## src/cache_regs_pkg.sv

```systemverilog
/*
  register map, field positions, reset values and capacity codes of the
  external interface unit's four cache control registers.
  assumes a 40-bit physical address and a 64-bit register data path.
*/
package cache_regs_pkg;
  localparam logic [39:0] WINDOW_BASE       = 40'hFF_FFF0_0000;
  localparam logic [39:0] WINDOW_MASK       = 40'hFF_FFF0_0000;
  localparam logic [39:0] CONFIG_ADDR       = 40'hFF_FFF0_0008;
  localparam logic [39:0] ERR_ADDR_ADDR     = 40'hFF_FFF0_0088;
  localparam logic [39:0] STATUS_ADDR       = 40'hFF_FFF0_0108;
  localparam logic [39:0] CONFIG_EXTRA_ADDR = 40'hFF_FFF0_0188;
  // cache_config: bits 31:4 writable, 27 reserved
  localparam logic [31:0] CONFIG_WMASK = 32'hF7FF_FFF0;
  // fill offset 1, turnaround 2, lag 1, capacity largest, period 3
  localparam logic [31:0] CONFIG_RESET = 32'h0012_7030;
  localparam int PERIOD_LSB = 4;
  localparam int LATENCY_LSB = 8;
  localparam int CAPACITY_LSB = 12;
  localparam int LAG_LSB = 14;
  localparam int TURN_LSB = 16;
  localparam int PDF_BIT = 19;
  localparam int FILL_LSB = 20;
  localparam int IO_PAR_BIT = 23;
  localparam int MEM_PAR_BIT = 24;
  localparam int HIT_BIT = 25;
  localparam int INJ_BIT = 26;
  localparam int TAG_LSB = 28;
  localparam int ON_BIT = 31;
  // cache_config_extra: bits 15:4 writable
  localparam logic [15:0] EXTRA_WMASK = 16'hFFF0;
  localparam logic [15:0] EXTRA_RESET = 16'h0010;
  localparam int REGSRAM_BIT = 4;
  localparam int DBG_BIT = 5;
  localparam int TRIPLE_BIT = 6;
  localparam int EARLY_BIT = 7;
  localparam int CNT_A_LSB = 8;
  localparam int CNT_B_LSB = 11;
  // status field positions
  localparam int SYS_LSB = 4;
  localparam int REV_LSB = 8;
  localparam int LW_LSB = 12;
  localparam int TAGERR_BIT = 16;
  localparam int DIRTY_BIT = 17;
  localparam int MEMFILL_BIT = 18;
  localparam int MULTI_BIT = 19;
  // latency base and gap base in cpu cycles
  localparam logic [4:0] LATENCY_BASE = 5'h05;
  localparam logic [3:0] GAP_BASE = 4'h1;
  localparam logic [4:0] FILL_BASE = 5'h01;
  localparam logic [3:0] REVISION_CODE = 4'hA; // value arbitrary
  typedef enum logic [1:0] {
    CAP_512K = 2'h0,
    CAP_1M   = 2'h1,
    CAP_2M   = 2'h2,
    CAP_4M   = 2'h3
  } capacity_e;
endpackage

```

## src/reg_access_if.sv

```systemverilog
/*
  register access carrier between the decoder and the error logger.
  assumes both ends run on ref_clk.
*/
`timescale 1ns/100ps
`default_nettype none
interface reg_access_if;
  logic        status_read;
  logic [19:0] status_value;
  logic [39:0] addr_value;
  modport logger (input status_read, output status_value, output addr_value);
  modport decoder (output status_read, input status_value, input addr_value);
endinterface
`default_nettype wire

```

## src/board_cache_control_regs.sv

```systemverilog
/*
  board cache control register bank: configuration, error address,
  error and clock status, extra configuration, plus the timing outputs
  that the configuration drives.
  assumes a single-cycle register port from the load/store unit, with
  rd_en and wr_en as one-cycle pulses on ref_clk.
*/
`timescale 1ns/100ps
`default_nettype none
module board_cache_control_regs (
  input  wire logic        ref_clk,
  input  wire logic        reset_n,
  input  wire logic        timeout_reset,
  input  wire logic [3:0]  irq_pins,
  input  wire logic [39:0] reg_addr,
  input  wire logic        rd_en,
  input  wire logic        wr_en,
  input  wire logic [63:0] wr_data,
  output logic      [63:0] rd_data,
  output logic             rd_hit,
  input  wire logic        txn_start,
  input  wire logic        txn_fill,
  input  wire logic        txn_read,
  input  wire logic        txn_write,
  input  wire logic [39:0] txn_pa,
  input  wire logic [3:0]  lw_parity_bad,
  input  wire logic        tag_parity_bad,
  input  wire logic        tag_dirty_in,
  input  wire logic        cache_hit_raw,
  input  wire logic [7:0]  events_a,
  input  wire logic [7:0]  events_b,
  input  wire logic        lw_writing,
  input  wire logic [3:0]  lw_bit0_in,
  output logic      [3:0]  lw_bit0_out,
  output logic             strobe_clock,
  output logic             capture_now,
  output logic             write_allowed,
  output logic             cache_hit,
  output logic             error_event,
  output logic             count_a,
  output logic             count_b,
  output logic      [2:0]  tag_write_bits,
  output logic             probe_during_fill,
  output logic             triple_miss_allow,
  output logic             registered_sram_select,
  output logic             early_tag_oe_release,
  output logic             debug_group_select,
  output logic      [1:0]  capacity_code
);
  logic        rst_meta;
  logic        rst_n;
  logic [31:0] cache_config;
  logic [15:0] cache_config_extra;
  logic [3:0]  irq_meta;
  logic [3:0]  irq_sync;
  logic [3:0]  system_period;
  logic        strap_done;
  logic [4:0]  lat_cnt;
  logic [3:0]  gap_cnt;
  logic        last_was_read;
  logic        strobe_raw;
  reg_access_if acc ();

  // reset release through two flops
  always_ff @(posedge ref_clk or negedge reset_n) begin
    if (!reset_n) begin
      rst_meta <= 1'b0;
      rst_n    <= 1'b0;
    end else begin
      rst_meta <= 1'b1;
      rst_n    <= rst_meta;
    end
  end

  // field views
  wire        cache_on    = cache_config[cache_regs_pkg::ON_BIT];
  wire [3:0]  period      = cache_config[cache_regs_pkg::PERIOD_LSB +: 4];
  wire [3:0]  latency_off = cache_config[cache_regs_pkg::LATENCY_LSB +: 4];
  wire [1:0]  strobe_lag  = cache_config[cache_regs_pkg::LAG_LSB +: 2];
  wire [2:0]  turn_off    = cache_config[cache_regs_pkg::TURN_LSB +: 3];
  wire [2:0]  fill_off    = cache_config[cache_regs_pkg::FILL_LSB +: 3];
  wire        always_hit  = cache_config[cache_regs_pkg::HIT_BIT];
  wire        inject      = cache_config[cache_regs_pkg::INJ_BIT];
  wire [2:0]  sel_a = cache_config_extra[cache_regs_pkg::CNT_A_LSB +: 3];
  wire [2:0]  sel_b = cache_config_extra[cache_regs_pkg::CNT_B_LSB +: 3];

  wire in_window  = (reg_addr & cache_regs_pkg::WINDOW_MASK) == cache_regs_pkg::WINDOW_BASE;
  wire sel_config = in_window && reg_addr == cache_regs_pkg::CONFIG_ADDR;
  wire sel_addr   = in_window && reg_addr == cache_regs_pkg::ERR_ADDR_ADDR;
  wire sel_status = in_window && reg_addr == cache_regs_pkg::STATUS_ADDR;
  wire sel_extra  = in_window && reg_addr == cache_regs_pkg::CONFIG_EXTRA_ADDR;
  wire any_sel    = sel_config | sel_addr | sel_status | sel_extra;

  // read mux with reserved bits zero
  wire [63:0] next_rd_data =
      sel_config ? {32'h0, cache_config} :
      sel_addr   ? {24'h0, acc.addr_value} :
      sel_status ? {44'h0, acc.status_value} :
      sel_extra  ? {48'h0, cache_config_extra} : 64'h0;

  assign acc.status_read = rd_en & sel_status;

  // read data register
  always_ff @(posedge ref_clk or negedge rst_n) begin
    if (!rst_n) begin
      rd_data <= 64'h0;
      rd_hit  <= 1'b0;
    end else begin
      rd_data <= rd_en ? next_rd_data : 64'h0;
      rd_hit  <= rd_en & any_sel;
    end
  end

  // config keeps value across timeout reset
  always_ff @(posedge ref_clk or negedge rst_n) begin
    if (!rst_n)
      cache_config <= cache_regs_pkg::CONFIG_RESET;
    else if (wr_en && sel_config)
      cache_config <= wr_data[31:0] & cache_regs_pkg::CONFIG_WMASK;
  end

  always_ff @(posedge ref_clk or negedge rst_n) begin
    if (!rst_n)
      cache_config_extra <= cache_regs_pkg::EXTRA_RESET;
    else if (timeout_reset)
      cache_config_extra <= cache_regs_pkg::EXTRA_RESET;
    else if (wr_en && sel_extra)
      cache_config_extra <= wr_data[15:0] & cache_regs_pkg::EXTRA_WMASK;
  end

  // interrupt pins synchronised, captured after reset release
  always_ff @(posedge ref_clk or negedge rst_n) begin
    if (!rst_n) begin
      irq_meta      <= 4'h0;
      irq_sync      <= 4'h0;
      system_period <= 4'h0;
      strap_done    <= 1'b0;
    end else begin
      irq_meta   <= irq_pins;
      irq_sync   <= irq_meta;
      strap_done <= 1'b1;
      if (strap_done && !timeout_reset && system_period == 4'h0)
        system_period <= irq_sync;
    end
  end

  wire par_on = txn_pa[39] ? cache_config[cache_regs_pkg::IO_PAR_BIT]
                           : cache_config[cache_regs_pkg::MEM_PAR_BIT];
  wire par_fail = txn_read && par_on && (lw_parity_bad != 4'h0 || tag_parity_bad);

  error_logger u_logger (
    .clk           (ref_clk),
    .rst_n         (rst_n),
    .error_valid   (par_fail),
    .error_pa      (txn_pa),
    .error_lw      (lw_parity_bad),
    .error_tag     (tag_parity_bad),
    .error_dirty   (tag_dirty_in),
    .error_fill    (txn_fill),
    .system_period (system_period),
    .acc           (acc)
  );

  wire [4:0] strobe_delay = txn_fill
      ? cache_regs_pkg::FILL_BASE + {2'h0, fill_off} + {3'h0, strobe_lag}
      : {3'h0, strobe_lag};

  strobe_timer u_strobe (
    .clk    (ref_clk),
    .rst_n  (rst_n),
    .enable (cache_on),
    .period (period),
    .start  (txn_start),
    .delay  (strobe_delay),
    .strobe (strobe_raw)
  );

  // capture countdown of five plus offset
  wire [4:0] lat_load = cache_regs_pkg::LATENCY_BASE + {1'b0, latency_off} - 5'h01;
  always_ff @(posedge ref_clk or negedge rst_n) begin
    if (!rst_n)
      lat_cnt <= 5'h00;
    else if (txn_start && txn_read)
      lat_cnt <= lat_load;
    else if (lat_cnt != 5'h00)
      lat_cnt <= lat_cnt - 5'h01;
  end
  wire next_capture = lat_cnt == 5'h01;

  wire [3:0] gap_load = cache_regs_pkg::GAP_BASE + {1'b0, turn_off};
  always_ff @(posedge ref_clk or negedge rst_n) begin
    if (!rst_n) begin
      gap_cnt       <= 4'h0;
      last_was_read <= 1'b0;
    end else begin
      if (txn_start)
        last_was_read <= txn_read;
      if (txn_start && txn_write && last_was_read)
        gap_cnt <= gap_load - 4'h1;
      else if (gap_cnt != 4'h0)
        gap_cnt <= gap_cnt - 4'h1;
    end
  end
  wire next_write_ok = gap_cnt == 4'h0 && !(txn_start && txn_write && last_was_read);

  // forced hit for memory space; cache off sends to memory
  wire next_hit = cache_on && (cache_hit_raw || (always_hit && !txn_pa[39]));
  // inverted bit zero per written longword
  wire [3:0] next_lw_bit0 = lw_bit0_in ^ {4{inject & lw_writing}};
  // event selection; code 4 of counter a counts nothing
  wire next_count_a = sel_a == 3'h4 ? 1'b0 : events_a[sel_a];
  wire next_count_b = events_b[sel_b];

  // registered outputs
  always_ff @(posedge ref_clk or negedge rst_n) begin
    if (!rst_n) begin
      strobe_clock  <= 1'b0;
      capture_now   <= 1'b0;
      write_allowed <= 1'b1;
      cache_hit     <= 1'b0;
      error_event   <= 1'b0;
      count_a       <= 1'b0;
      count_b       <= 1'b0;
      lw_bit0_out   <= 4'h0;
    end else begin
      strobe_clock  <= strobe_raw;
      capture_now   <= next_capture;
      write_allowed <= next_write_ok;
      cache_hit     <= next_hit;
      error_event   <= par_fail;
      count_a       <= next_count_a;
      count_b       <= next_count_b;
      lw_bit0_out   <= next_lw_bit0;
    end
  end

  always_ff @(posedge ref_clk or negedge rst_n) begin
    if (!rst_n) begin
      tag_write_bits         <= 3'h0;
      probe_during_fill      <= 1'b0;
      triple_miss_allow      <= 1'b0;
      registered_sram_select <= 1'b1;
      early_tag_oe_release   <= 1'b0;
      debug_group_select     <= 1'b0;
      capacity_code          <= 2'h3;
    end else begin
      tag_write_bits         <= always_hit ? cache_config[cache_regs_pkg::TAG_LSB +: 3] : 3'h0;
      probe_during_fill      <= cache_config[cache_regs_pkg::PDF_BIT];
      triple_miss_allow      <= cache_config_extra[cache_regs_pkg::TRIPLE_BIT];
      registered_sram_select <= cache_config_extra[cache_regs_pkg::REGSRAM_BIT];
      early_tag_oe_release   <= cache_config[cache_regs_pkg::PDF_BIT] &
                                cache_config_extra[cache_regs_pkg::EARLY_BIT];
      debug_group_select     <= cache_config_extra[cache_regs_pkg::DBG_BIT];
      capacity_code          <= cache_config[cache_regs_pkg::CAPACITY_LSB +: 2];
    end
  end

  cfg_write_a: assert property (@(posedge ref_clk) disable iff (!rst_n)
    wr_en && sel_config |=> cache_config == ($past(wr_data[31:0]) & cache_regs_pkg::CONFIG_WMASK))
    else $error("config write not stored");
  window_miss_a: assert property (@(posedge ref_clk) disable iff (!rst_n)
    rd_en && !in_window |=> !rd_hit && rd_data == 64'h0)
    else $error("access outside window answered");
  timeout_keep_a: assert property (@(posedge ref_clk) disable iff (!rst_n)
    timeout_reset && !(wr_en && sel_config) |=> $stable(cache_config))
    else $error("config changed on timeout reset");
  latency_a: assert property (@(posedge ref_clk) disable iff (!rst_n)
    txn_start && txn_read && latency_off == 4'h2 |-> ##7 capture_now)
    else $error("capture not at seven cycles");
  force_hit_a: assert property (@(posedge ref_clk) disable iff (!rst_n)
    cache_on && always_hit && !txn_pa[39] |=> cache_hit)
    else $error("forced hit missing");
  inject_a: assert property (@(posedge ref_clk) disable iff (!rst_n)
    inject && lw_writing |=> lw_bit0_out == ~$past(lw_bit0_in))
    else $error("bit zero not inverted");
  gap_a: assert property (@(posedge ref_clk) disable iff (!rst_n)
    txn_start && txn_write && last_was_read && turn_off >= 3'h2 |=> !write_allowed [*3])
    else $error("read to write gap too short");
  cnt_a_undef_a: assert property (@(posedge ref_clk) disable iff (!rst_n)
    sel_a == 3'h4 |=> !count_a)
    else $error("undefined event counted");
  err_log_c: cover property (@(posedge ref_clk) disable iff (!rst_n) par_fail ##[1:8] acc.status_read);
  fill_txn_c: cover property (@(posedge ref_clk) disable iff (!rst_n) txn_start && txn_fill);
  cfg_wr_c: cover property (@(posedge ref_clk) disable iff (!rst_n) wr_en && sel_config);
endmodule
`default_nettype wire

```

## src/error_logger.sv

```systemverilog
/*
  error capture with lock: first error latches address and cause, later
  ones set multi-error, a status read clears and unlocks.
  assumes error_valid is a one-cycle pulse on ref_clk.
*/
`timescale 1ns/100ps
`default_nettype none
module error_logger (
  input  wire logic       clk,
  input  wire logic       rst_n,
  input  wire logic       error_valid,
  input  wire logic [39:0] error_pa,
  input  wire logic [3:0]  error_lw,
  input  wire logic       error_tag,
  input  wire logic       error_dirty,
  input  wire logic       error_fill,
  input  wire logic [3:0]  system_period,
  reg_access_if.logger    acc
);
  logic        locked;
  logic [3:0]  lw;
  logic        tag_err;
  logic        dirty;
  logic        memfill;
  logic        multi;
  logic [39:0] addr;
  // first capture only when unlocked, or when a clear and error coincide
  wire take = error_valid & (~locked | acc.status_read);
  // multi bit: set only if already locked; a clearing read in the same cycle wins over set
  wire next_multi = error_valid & locked & ~acc.status_read;

  always_ff @(posedge clk or negedge rst_n) begin
    if (!rst_n) begin
      locked <= 1'b0;
      multi  <= 1'b0;
    end else begin
      locked <= take | (locked & ~acc.status_read);
      multi  <= next_multi | (multi & ~acc.status_read);
    end
  end

  always_ff @(posedge clk or negedge rst_n) begin
    if (!rst_n) begin
      lw      <= 4'h0;
      tag_err <= 1'b0;
      dirty   <= 1'b0;
      memfill <= 1'b0;
      addr    <= 40'h00_0000_0000;
    end else if (take) begin
      lw      <= error_lw;
      tag_err <= error_tag;
      dirty   <= error_dirty;
      memfill <= error_fill;
      addr    <= error_pa;
    end else if (acc.status_read) begin
      lw      <= 4'h0;
      tag_err <= 1'b0;
      dirty   <= 1'b0;
      memfill <= 1'b0;
    end
  end

  // address with reserved bits forced zero
  assign acc.addr_value = {addr[39], 2'h0, addr[36:4], 4'h0};
  assign acc.status_value = {multi, memfill, dirty, tag_err, lw,
                             cache_regs_pkg::REVISION_CODE, system_period, 4'h0};

  lock_hold_a: assert property (@(posedge clk) disable iff (!rst_n)
    locked && !acc.status_read && error_valid |=> $stable(addr) && multi)
    else $error("locked address changed");
  clear_read_a: assert property (@(posedge clk) disable iff (!rst_n)
    acc.status_read && !error_valid |=> !locked && !multi && lw == 4'h0)
    else $error("status read did not clear");
  first_err_a: assert property (@(posedge clk) disable iff (!rst_n)
    error_valid && !locked |=> locked && lw == $past(error_lw) && addr == $past(error_pa))
    else $error("first error not captured");
  multi_err_c: cover property (@(posedge clk) disable iff (!rst_n) locked ##1 multi);
endmodule
`default_nettype wire

```

## src/strobe_timer.sv

```systemverilog
/*
  strobe clock generator: divides the cpu clock by the programmed period
  once the cache is on; each transaction start delays the first edge.
  assumes start is a one-cycle pulse from the transaction sequencer.
*/
`timescale 1ns/100ps
`default_nettype none
module strobe_timer (
  input  wire logic       clk,
  input  wire logic       rst_n,
  input  wire logic       enable,
  input  wire logic [3:0] period,
  input  wire logic       start,
  input  wire logic [4:0] delay,
  output logic            strobe
);
  logic [3:0] phase;
  logic [4:0] wait_cnt;
  wire        waiting = wait_cnt != 5'h00;
  wire        wrap    = phase >= period - 4'h1;
  wire [3:0]  half    = period >> 1;

  // delay countdown after a transaction start
  always_ff @(posedge clk or negedge rst_n) begin
    if (!rst_n)
      wait_cnt <= 5'h00;
    else if (start)
      wait_cnt <= delay;
    else if (waiting)
      wait_cnt <= wait_cnt - 5'h01;
  end

  always_ff @(posedge clk or negedge rst_n) begin
    if (!rst_n) begin
      phase  <= 4'h0;
      strobe <= 1'b0;
    end else if (!enable || waiting || start) begin
      phase  <= 4'h0;
      strobe <= 1'b0;
    end else begin
      phase  <= wrap ? 4'h0 : phase + 4'h1;
      strobe <= (wrap ? 4'h0 : phase + 4'h1) < half;
    end
  end

  strobe_off_a: assert property (@(posedge clk) disable iff (!rst_n)
    !enable |=> !strobe)
    else $error("strobe ran while cache off");
  strobe_lag_a: assert property (@(posedge clk) disable iff (!rst_n)
    start && delay == 5'h02 |=> !strobe ##1 !strobe)
    else $error("strobe came before its lag");
  strobe_run_c: cover property (@(posedge clk) disable iff (!rst_n) enable ##1 strobe);
endmodule
`default_nettype wire
```

## config.mk

```make
export PLATFORM = sky130hd
export DESIGN_NAME = board_cache_control_regs
export DESIGN_NICKNAME = d
export VERILOG_FILES = /design/src/cache_regs_pkg.sv /design/src/reg_access_if.sv /design/src/board_cache_control_regs.sv /design/src/error_logger.sv /design/src/strobe_timer.sv
export SDC_FILE = /design/constraint.sdc
export NUM_CORES = 1
export LEC_CHECK = 0
export BUFFER_PORTS_ARGS = -buffer_cell sky130_fd_sc_hd__buf_2
export CAP_MARGIN = 20
export CORE_MARGIN = 5
export CORE_UTILIZATION = 51
export DETAILED_ROUTE_END_ITERATION = 16
export PLACE_DENSITY = 0.88
export SLEW_MARGIN = 10
export SYNTH_ARGS = -nofsm -noshare
export SYNTH_HDL_FRONTEND = slang
export SYNTH_HIERARCHICAL = 1
export SYNTH_SLANG_ARGS = --single-unit
```

## constraint.sdc

```tcl
create_clock -name ref_clk -period 5.82 [get_ports ref_clk]
set_input_delay 0.291 -clock ref_clk [delete_from_list [all_inputs] [get_ports ref_clk]]
set_output_delay 0.291 -clock ref_clk [all_outputs]
set_load 0.02 [all_outputs]
```

==> metrics.md, run 1 <==
| Metric | Value |
|---|---|
| Status | complete, no violations |
| Arr. time, crit path | approximately 3.5 ns |
| Initial antenna violation count | 0 |
| Die H | approximately 140 um |
| Crit-path max FO | slightly above 40 |
| Std-Cell Rows | between 40 and 50 |
| # setup viols final | 0 |
| Initial cell density of the core | a little over half |
| Leak Pwr | between 5 and 6 nW |
| Synth-to-Final Area Change | 19.1% |
| Number of top-level pins | around 270 |
| Buf/Inv on CP | 2 |
| Utilization after layout | between 60 and 70% |
| Slew at the pin closest to its max-slew limit | ~0.96 ns |
| Clk root buf | clkbuf_16 |
| Grt met2 use | between 30 and 40% |
| Worst path slowest cell | and2_4 |
| Syn Inst Count | 681 |
| Vias in the first global route | between 6k and 7k |
| Total grt overflow | 0 |
| Crit start category | input port |
| H-Tree Depth | 4 |
| Ys flop type | dfrtp_1 |
| Post-Syn Area per Cell | about 12 sq um |
| FF-to-FF setup slack | 3.12 ns |
| Type of the worst setup path | in2reg |
| Post-CTS Setup Inserts | 0 |
| CTS Buf Count | 17 |
| # DRC | 0 |
| Fmax | between 0.3 and 0.4 GHz |
| CORE AREA | 15900 sq um |
| Synth unique cells | 59 |
| Ratio of cells with drive above 1 in the final layout | approximately 37% |
| HP Class | in2reg |
| Seq pwr share | 47.7% |
| Met1 usage | 26.8% |
| CP Cell Sequence | buf_2 > nor4b_1 > and4_1 > nand4_1 > buf_4 > nor3_1 > nand2b_1 > and2_4 > mux2_2 |
| Ranking of synthesized cells by area | dfrtp_1 51%, mux2_4 6.0%, mux2_2 4.4%, buf_4 4.2%, dfstp_2 3.8% |
| Max transition margin | between 30 and 40% |
| Req. time, crit path | between 6 and 7 ns |
| Synth top area share | 50.6% |
| Ant. Diodes | 0 |
| Post-CTS Resized | 0 |
| DRT Pass-1 Iters | 7 |
| First-pass GRT wire length | just over 30000 um |
| Post-synth ARST share | 100% |
| Cell area after synthesis | around 8300 sq um |
| Via/cell ratio | between 5 and 6 |
| DIE WIDTH | roughly 140 um |
| Largest net degree at the start of global routing | 78 |
| Delay-heaviest family, CP | simple AND/OR/NAND/NOR gates |
| Switching share of power | between 20% and 30% |
| TritonCTS clock tree | built |
| Per-cell routed wire length | 17.8 um |
| Worst-path clk slew | 0.07 ns |
| Crit share post-route | 55.1% |
| Synth area leader | dfrtp_1 |
| Clk_lat worst skew | about 0.43 ns |
| Pint | between 2 and 2.5 mW |
| Hold Vio Cnt, Final | 0 |
| Unrepaired setup endpoints after global routing | no |
| 1st-iter DRT viols | about 290 |
| Final setup TNS | 0 ns |
| Gr busiest metal | met2 |
| Post-synthesis sequential area ratio | 54.4% |
| Final WS setup | about 2.6 ns |
| Net Switching | approximately 0.75 mW |
| Via count | 5744 |
| All-Layer GR Usage | 21.5% |
| Setup Skew | just under 0.01 ns |
| I/O Buffers | about 200 |
| Post-DP HPWL | 13900 um |
| Clock Tree Buf Depth | 2 |
| Clock network power share | 40.4% |
| M3 GR Usage | approximately 4.7% |
| Antenna Nets Post-Route | 0 |
| CTS Sinks | about 180 |
| Fill cell count | about 1.2k |
| Maximum vdd drop | around 0.21 mV |
| Post-Route WL | approximately 20000 um |
| Min cycle time layout | around 3.2 ns |
| Number of enable flip-flop cells after synthesis | 0 |
| Combinational share of power | between 10% and 20% |
| Die ar. | about 19000 sq um |
| CP Capture Type | flip-flop |
| Commonest cells in the netlist | 167 x dfrtp_1, 46 x buf_4, 40 x inv_1, 33 x mux2_4, 32 x mux2_2 |
| Max-slew violation count | 0 |
| Routability Congestion | roughly 0.81 |
| Most common cell in the netlist | dfrtp_1 |
| Hold_ws | between 0.04 and 0.05 ns |
| Max incr delay on CP | ~0.7 ns |
| Synth Warn # | 6 |
| Net count, final | roughly 1.1k |
| Post-synthesis register bit count | 179 |
| Max_cap viols | 0 |
| Dpl ws | around 2.3 ns |
| Power Dens Cells | roughly 290 nW/um^2 |
==> path summary, 6_finish.rpt <==
kind                                                  to  cells after the start                         from
hold / removal                  lw_bit0_out[2]$_DFF_PN0_                      2                lw_bit0_in[2]
hold reg to reg                   strobe_clock$_DFF_PN0_                      0    u_strobe/strobe$_DFF_PN0_
setup / recovery           u_logger/addr[21]$_DFFE_PN0P_                      9                 reg_addr[16]
max in group asynchronous              count_b$_DFF_PN0_                      1              rst_n$_DFF_PN0_
setup reg to reg               u_strobe/strobe$_DFF_PN0_                     13  cache_config[4]$_DFFE_PN1P_
min in group asynchronous             rst_meta$_DFF_PN0_                      2                      reset_n
==> area by class of cell <==
| type | count | area, sq um | share of cell area [%] |
|---|---|---|---|
| flip-flops and latches | 179 | 4500 | 45.7 |
| multi-input cells | 423 | 3220 | 32.7 |
| repair buffers | 214 | 1110 | 11.3 |
| clock buffers | 19 | 453 | 4.60 |
| well taps | 216 | 270 | 2.74 |
| inverters | 40 | 150 | 1.52 |
| clock inverters | 13 | 148 | 1.50 |
==> state kept, by name (all words and copies together), names as in the netlist, 3 cells and up <==
register / count
lat_cnt: 5
cache_config: 27
u_logger/addr: 34
irq_sync: 4
u_logger/lw: 4
irq_meta: 4
tag_write_bits: 3
u_strobe/phase: 4
gap_cnt: 4
rd_data: 40
u_strobe/wait_cnt: 5
lw_bit0_out: 4
system_period: 4
cache_config_extra: 12
==> cells in the final DEF (no fill, tap or decap), types with 24 or more instances in the layout <==
master	n
mux2i_1	24
dfrtp_1	166
buf_2	202
a21oi_1	29
mux2_4	33
nand2_1	30
inv_1	40
mux2_2	32
conb_1	41
==> power by group through the flow <==
stage / Clock [mW] / Combinational [mW] / Sequential, mW
final: 1.17 / 0.342 / 1.37
after global routing: 1.23 / 0.383 / 1.39
after CTS: 1.18 / 0.343 / 1.38
after detailed placement: 0 / 0.336 / 1.40
after global placement: 0 / 0.317 / 1.39
after floorplan: 0 / 0.252 / 1.40
==> metrics by stage <==
stage / cells / total power [mW] / cell area, sq um
after CTS: 1104 / 2.90 / 9850
after floorplan: 718 / 1.65 / 8400
after detailed placement: 1067 / 1.73 / 9200
after global placement: 1067 / 1.71 / 9200
after global routing: 1104 / 3.00 / 9850
final: 1104 / 2.88 / 9850
==> timing repair <==
| action | CTS | global route |
|---|---|---|
| endpoints found under the setup margin | 0 | 0 |
| hold buffers | 5 | 0 |
| endpoints found under the hold margin | 6 | 0 |
==> layer usage <==
| metal | share of wire, % | wire, um |
|---|---|---|
| met2 | 51 | 10100 |
| met1 | 41 | 8110 |
| met3 | 5.2 | 1020 |
| met4 | 2.4 | 465 |
| met5 | 0 | 0 |
==> kinds of logic after synthesis <==
group,share of synthesized area (%)
AOI/OAI and AO/OA,8.40
xor gates and xnor gates,1.70
adders and majority gates,2.82
buffers and inverters,8.48
DFF,54.4
muxes,14.2
other,0.182
and+or+nand+nor,9.84
Note: power is estimated with default switching activity, not from simulation.
==> inputs of run 2 (changes only) <==
--- a/config.mk
+++ b/config.mk
@@ -5,12 +5,13 @@
 export SDC_FILE = /design/constraint.sdc
 export NUM_CORES = 1
 export LEC_CHECK = 0
+export ABC_AREA = 1
 export BUFFER_PORTS_ARGS = -buffer_cell sky130_fd_sc_hd__buf_2
 export CAP_MARGIN = 20
 export CORE_MARGIN = 5
-export CORE_UTILIZATION = 51
+export CORE_UTILIZATION = 47
 export DETAILED_ROUTE_END_ITERATION = 16
-export PLACE_DENSITY = 0.88
+export PLACE_DENSITY = 0.85
 export SLEW_MARGIN = 10
 export SYNTH_ARGS = -nofsm -noshare
 export SYNTH_HDL_FRONTEND = slang
==> constraint.sdc (replaced) <==
create_clock -name ref_clk -period 2.7 [get_ports ref_clk]
set_input_delay 0.135 -clock ref_clk [delete_from_list [all_inputs] [get_ports ref_clk]]
set_output_delay 0.135 -clock ref_clk [all_outputs]
set_load 0.02 [all_outputs]
==> run 2 against run 1 <==
Compared with the run above: final area up 11%; clock skew is 0.0012 ns lower; critical path depth is 5 higher.
==> metrics.md, run 2 <==
| Metric | Value |
|---|---|
| Slew at the pin closest to its max-slew limit | 0.786 ns |
| Final instance area | ~11000 sq um |
| CP Launch Point | cache_config[4]$_DFFE_PN1P_ |
| Crit-path max FO | 4 |
| Max_cap viols | 0 |
| Die ar. | ~21000 sq um |
| Synth-to-Final Area Change | 27.7% |
| Adder-cell area share of the yosys netlist | under 10% |
| Top reg by flops | rd_data |
| Initial antenna violation count | 0 |
| Multi-input logic area | 3320 sq um |
| CTS Sinks | ~180 |
| CP Cell Sequence | inv_1 > ha_1 > xnor2_1 > ha_1 > nand2_1 > inv_2 > nand2_1 > and3_1 > inv_1 > nor2_1 > ha_1 > nand2_1 > nand2_1 > a21oi_2 |
| TritonCTS clock tree | built |
| Post-synth ARST share | 100% |
| Post-Syn Area per Cell | between 8 and 9 sq um |
| Clk_lat worst skew | 0.43 ns |
| Max transition margin | between 40% and 50% |
| Post-Synth XOR/XNOR Area | 1.12% |
| Unrepaired setup endpoints after global routing | no |
| Commonest cells in the netlist | 319 x nand2_1, 167 x dfrtp_1, 104 x nand3_1, 75 x inv_1, 70 x nor2_1 |
| Crit share post-route | ~86% |
| Synth area leader | dfrtp_1 |
| DIE WIDTH | between 100 and 150 um |
| Ratio of cells with drive above 1 in the final layout | 22.6% |
| Synth Warn # | 6 |
| HP Class | in2async |
| Via count | ~7.7k |
| Fill cell count | 1454 |
| Fmax | approximately 0.43 GHz |
| CTS Buf Count | 17 |
| Most common cell in the netlist | nand2_1 |
| Max-slew violation count | 0 |
| Setup Skew | just under 0.009 ns |
| Post-Route WL | 24600 um |
| Req. time, crit path | 3.06 ns |
| Net count, final | roughly 1.5k |
| Post-Place Cells | 1411 |
| Worst-path clk slew | roughly 0.07 ns |
| Clk root buf | clkbuf_16 |
| Post-synthesis sequential area ratio | around 52% |
| Commonest non-fill, non-tap cell in the layout | nand2_1 |
| Largest regs | rd_data (40), u_logger/addr (34), cache_config (27) |
| All-Layer GR Usage | a little under a quarter |
| Compound-Gate Fraction of Synth Area | roughly 6.3% |
| Layout Cells excl Fill | 1520 |
| CORE AREA | roughly 18000 sq um |
| Initial cell density of the core | a little under half |
| Power Dens Cells | slightly below 600 nW/um^2 |
| Crit start category | flip-flop |
| Synth Area in Simple Gates | a little over a quarter |
| Std-Cell Rows | around 50 |
| Worst R2R Start | cache_config[4]$_DFFE_PN1P_ |
| I/O Buffers | ~200 |
| Most frequent cells in the layout | 319 x nand2_1, 202 x buf_2, 166 x dfrtp_1, 104 x nand3_1, 77 x dlygate4sd3_1 |
| Synth top area share | approximately half |
| Type of the worst setup path | reg2reg |
| Placement Cell Area | about 9600 sq um |
| Ant. Diodes | 0 |
| Leak Pwr | about 5.9 nW |
| Antenna Nets Post-Route | 0 |
| Syn Inst Count | 1013 |
| Cell area after synthesis | between 8000 and 9000 sq um |
| Hold Vio Cnt, Final | 0 |
| Arr. time, crit path | roughly 2.7 ns |
| Per-cell routed wire length | 16.2 um |
| Ranking of synthesized cells by area | dfrtp_1 49%, nand2_1 14%, nand3_1 6.1%, buf_4 4.8%, dfstp_2 3.7% |
| H-Tree Depth | 4 |
| CP Capture Type | flip-flop |
| Routability Congestion | ~0.9 |
| 1st-iter DRT viols | ~560 |
| Worst path most repeated cell | nand2_1 |
| Status | complete, no violations |
| Via/cell ratio | around 5 |
| Post-CTS Setup Inserts | 0 |
| Buf/Inv on CP | 3 |
| # setup viols final | 0 |
| Delay-heaviest family, CP | adder cells |
| # DRC | 0 |
| Clock Tree Buf Depth | 2 |
| Post-DP HPWL | ~17000 um |
| DRT Pass-1 Iters | 5 |
| Total grt overflow | 0 |
| First-pass GRT wire length | roughly 40000 um |
| Ys flop type | dfrtp_1 |
| Final setup TNS | 0 ns |
| Post-synthesis register bit count | 179 |
| Vias in the first global route | 7818 |
| Register Area | ~4500 sq um |
| Min cycle time layout | approximately 2.3 ns |
| Synth unique cells | between 40 and 50 |
| Number of enable flip-flop cells after synthesis | 0 |
| Die H | 145 um |
| Number of top-level pins | ~270 |
| Max reg flops | 40 |
| Main combinational cell family by area after synthesis | simple AND/OR/NAND/NOR gates |
| Maximum vdd drop | about 0.46 mV |
| Post-synthesis mux area share | 0% |
| Largest net degree at the start of global routing | just over 70 |
| Max incr delay on CP | approximately 0.54 ns |
| Worst path slowest cell | dfstp_2 |
==> run 2: cell count changes after synthesis, moves of 32 or more <==
cell,change
inv_1,+35
mux2_2,-32
mux2_4,-33
nand2_1,+289
nand3_1,+98
nor2_1,+48
==> run 2: path summary, 6_finish.rpt <==
path,to,slack [ns],cells after the start
min in group ref_clk,u_logger/memfill$_DFFE_PN0P_,0.01,3
hold / removal,rst_n$_DFF_PN0_,0.01,2
hold reg to reg,rst_n$_DFF_PN0_,0.35,0
setup reg to reg,u_strobe/strobe$_DFF_PN0_,0.37,14
setup / recovery,u_strobe/strobe$_DFF_PN0_,0.37,14
max in group asynchronous,rd_data[18]$_DFF_PN0_,1.54,1
==> run 2: area by class of cell <==
type / instances / share of cell area (%)
Tap cell: 229 / 2.62
Timing Repair Buffer: 293 / 17.5
Multi-Input combinational cell: 701 / 30.4
Inverter: 86 / 2.98
Clock buffer: 20 / 4.17
Sequential cell: 179 / 41.1
Clock inverter: 12 / 1.30
==> run 2: power breakdown <==
group | switching [mW] | total [mW] | internal, mW
registers | 0.172 | 3.10 | 2.93
clock network | 1.10 | 2.53 | 1.43
logic | 0.446 | 0.775 | 0.329
==> run 2: layer usage <==
| metal | wire length, um | GRT usage, % | share of wire (%) | vias up |
|---|---|---|---|---|
| li1 | - | - | - | 3649 |
| met1 | 9790 | 29.7 | 40 | 3599 |
| met2 | 12200 | 38.7 | 50 | 370 |
| met3 | 2020 | 5.74 | 8.2 | 58 |
| met4 | 598 | 7.56 | 2.4 | 0 |
| met5 | 0 | 0 | 0 | - |
==> run 2: timing repair <==
item,CTS,global route
hold buffers,77,0
endpoints found under the hold margin,90,0
resized for setup,0,0
==> run 2: stage by stage <==
| step | utilization [%] | setup slack (ns) | hold WS, ns | power, mW |
|---|---|---|---|---|
| after floorplan | - | 0.565 | -0.161 | 3.62 |
| after global placement | 53.3 | 0.478 | -0.0781 | 3.75 |
| after detailed placement | 53.3 | 0.389 | -0.0730 | 3.80 |
| after CTS | 60.9 | 0.382 | 0.000598 | 6.41 |
| after global routing | 60.9 | 0.220 | 0.0190 | 6.68 |
| final | 60.9 | 0.366 | 0.0101 | 6.41 |
==> run 2: worst register-to-register path: stages (launching register included) <==
cell and delay (ns):
dfstp_2 0.54, inv_1 0.07, ha_1 0.21, xnor2_1 0.13, ha_1 0.27, nand2_1 0.05, inv_2 0.05, nand2_1 0.06
and3_1 0.19, inv_1 0.11, nor2_1 0.06, ha_1 0.26, nand2_1 0.07, nand2_1 0.07, a21oi_2 0.13
==> run 2: cell families (layout without fill, tap and decap cells) <==
logic type,count (synthesis),count (layout)
compound gates,96,96
xor+xnor,11,11
fa+ha+maj,18,18
buf+inv,170,411
flops,179,179
other cells,4,41
simple gates,535,535
==> inputs of run 3 (changes only) <==
--- a/config.mk
+++ b/config.mk
@@ -8,7 +8,7 @@
 export ABC_AREA = 1
 export BUFFER_PORTS_ARGS = -buffer_cell sky130_fd_sc_hd__buf_2
 export CAP_MARGIN = 20
-export CORE_MARGIN = 5
+export CORE_MARGIN = 2
 export CORE_UTILIZATION = 47
 export DETAILED_ROUTE_END_ITERATION = 16
 export PLACE_DENSITY = 0.85
==> run 3 against run 2 <==
Compared with the run above: critical path depth unchanged; core utilization up 0.31 points; critical path type unchanged; final area increased by 0.17%; global-route usage increased by 2.5 points; sequential share of layout area is 0.070 points lower; clock skew up 0.0017 ns; critical endpoint unchanged.
==> metrics.md, run 3 (synthesized netlist as in run 2, its figures left out) <==
| Metric | Value |
|---|---|
| Worst-path clk slew | 0.07 ns |
| # setup viols final | 0 |
| CORE AREA | approximately 18000 sq um |
| Post-CTS Setup Inserts | 0 |
| Req. time, crit path | 3.05 ns |
| Status | complete, no violations |
| Ratio of cells with drive above 1 in the final layout | between 20% and 30% |
| Vias in the first global route | just under 8k |
| Die ar. | between 15000 and 20000 sq um |
| Slew at the pin closest to its max-slew limit | approximately 0.75 ns |
| Initial cell density of the core | 47.9% |
| Clk_lat worst skew | around 0.44 ns |
| Max incr delay on CP | approximately 0.54 ns |
| WHS Path Cells | 3 |
| Largest net degree at the start of global routing | 55 |
| Commonest non-fill, non-tap cell in the layout | nand2_1 |
| CP Capture Type | flip-flop |
| First-pass GRT wire length | approximately 40000 um |
| Max_cap viols | 0 |
| Unrepaired setup endpoints after global routing | no |
| Post-DP HPWL | approximately 16000 um |
| Register Area | ~4500 sq um |
| Top reg by flops | rd_data |
| HP Class | in2reg |
| DRT Pass-1 Iters | 7 |
| Power Dens Cells | just under 600 nW/um^2 |
| Fill cell count | about 1.4k |
| Post-Route WL | ~24000 um |
| Max transition margin | around 50% |
| Std-Cell Rows | approximately 50 |
| Crit start category | flip-flop |
| Setup Skew | between 0.01 and 0.015 ns |
| Worst flop-to-flop path endpoint | u_strobe/strobe$_DFF_PN0_ |
| Die H | between 100 and 150 um |
| I/O Buffers | slightly above 200 |
| # DRC | 0 |
| Antenna Nets Post-Route | 0 |
| Clock Tree Buf Depth | 2 |
| Initial antenna violation count | 2 |
| 1st-iter DRT viols | between 700 and 800 |
| HP Start | timeout_reset |
| Synth-to-Final Area Change | 27.9% |
| Min cycle time layout | 2.40 ns |
| Worst R2R Start | cache_config[4]$_DFFE_PN1P_ |
| Hold worst-path end | cache_config_extra[4]$_DFFE_PN1P_ |
| All-Layer GR Usage | approximately 26% |
| Clk root buf | clkbuf_16 |
| CP Launch Point | cache_config[4]$_DFFE_PN1P_ |
| Most frequent cells in the layout | 319 x nand2_1, 202 x buf_2, 166 x dfrtp_1, 104 x nand3_1, 78 x dlygate4sd3_1 |
| Worst path slowest cell | dfstp_2 |
| Hold Vio Cnt, Final | 0 |
| Routability Congestion | roughly 0.9 |
| Net count, final | 1482 |
| Per-cell routed wire length | ~16 um |
| Max reg flops | 40 |
| Arr. time, crit path | ~2.8 ns |
| Largest regs | rd_data (40), u_logger/addr (34), cache_config (27) |
| Crit share post-route | between 80% and 90% |
| DIE WIDTH | roughly 140 um |
| CTS Buf Count | 17 |
| FF-to-FF setup slack | around 0.3 ns |
| Type of the worst setup path | reg2reg |
| CTS Sinks | 179 |
| Number of top-level pins | 271 |
| Max-slew violation count | 0 |
| Leak Pwr | roughly 5.9 nW |
| Fmax | between 0.4 and 0.5 GHz |
| H-Tree Depth | 4 |
| Multi-input logic area | between 3000 and 4000 sq um |
| Delay-heaviest family, CP | adder cells |
| Post-Place Cells | ~1.4k |
| Maximum vdd drop | ~0.49 mV |
| Post-CTS Resized | 0 |
| Buf/Inv on CP | 3 |
| Total grt overflow | 0 |
| Via count | approximately 8k |
| Final setup TNS | 0 ns |
| Via/cell ratio | 5.12 |
| Worst path most repeated cell | nand2_1 |
| Layout Cells excl Fill | about 1.5k |
| Worst r2r path cells | 14 |
| CP Cell Sequence | inv_1 > ha_1 > xnor2_1 > ha_1 > nand2_1 > inv_2 > nand2_1 > and3_1 > inv_1 > nor2_1 > ha_1 > nand2_1 > nand2_1 > a21oi_2 |
| Crit-path max FO | 4 |
| TritonCTS clock tree | built |
-- run 3: repair_timing --
action,in CTS,in global routing
hold buffers,78,0
endpoints found under the hold margin,90,0
setup endpoints to repair,0,0
-- run 3: worst max-delay path by stage --
stage | cells after the start | to | slack [ns]
4_1_cts | 14 | u_strobe/strobe$_DFF_PN0_ | 0.34
6_report | 14 | u_strobe/strobe$_DFF_PN0_ | 0.30
5_1_grt | 14 | u_strobe/strobe$_DFF_PN0_ | 0.20
3_5_place_dp | 14 | u_strobe/strobe$_DFF_PN0_ | 0.36
2_1_floorplan | 14 | u_strobe/strobe$_DFF_PN0_ | 0.56
3_3_place_gp | 14 | u_strobe/strobe$_DFF_PN0_ | 0.43
-- run 3: layer usage --
metal	track usage, %	vias up	wire length, um	share of wire (%)
li1	-	3645	-	-
met1	31.8	3695	9360	39
met2	43.6	393	12100	50
met4	10.2	2	660	2.7
met3	6.08	53	2040	8.4
met5	0	-	11	0.046
-- run 3: layout make-up --
cell class              count  share of cell area [%]
repair buffers            294                    17.8
clock inverters            14                    1.38
flip-flops and latches    179                    41.0
inverters                  86                    2.98
well taps                 229                    2.61
diodes                      1                  0.0228
clock buffers              18                    3.91
multi-input cells         701                    30.3
-- run 3: per-stage QoR --
step / hold slack (ns) / cell area, sq um / utilization (%) / total power, mW / worst slack [ns]
after CTS: 0.00228 / 11000 / 61.2 / 6.34 / 0.339
after detailed placement: -0.0768 / 9600 / 53.6 / 3.80 / 0.364
after floorplan: -0.161 / 8720 / - / 3.62 / 0.565
after global routing: 0.0286 / 11000 / 61.2 / 6.62 / 0.197
after global placement: -0.0784 / 9600 / 53.6 / 3.76 / 0.434
final: 0.0198 / 11000 / 61.3 / 6.34 / 0.301
-- run 3: where the power goes --
group          switching (mW)  internal, mW
registers               0.171          2.93
logic                   0.440         0.334
clock network            1.09          1.38
-- run 3: worst register-to-register path, stage by stage, from the launching register on --
cell and delay [ns]:
dfstp_2 0.54, inv_1 0.07, ha_1 0.22, xnor2_1 0.14
ha_1 0.29, nand2_1 0.06, inv_2 0.05, nand2_1 0.06
and3_1 0.19, inv_1 0.12, nor2_1 0.06, ha_1 0.26
nand2_1 0.07, nand2_1 0.06, a21oi_2 0.15
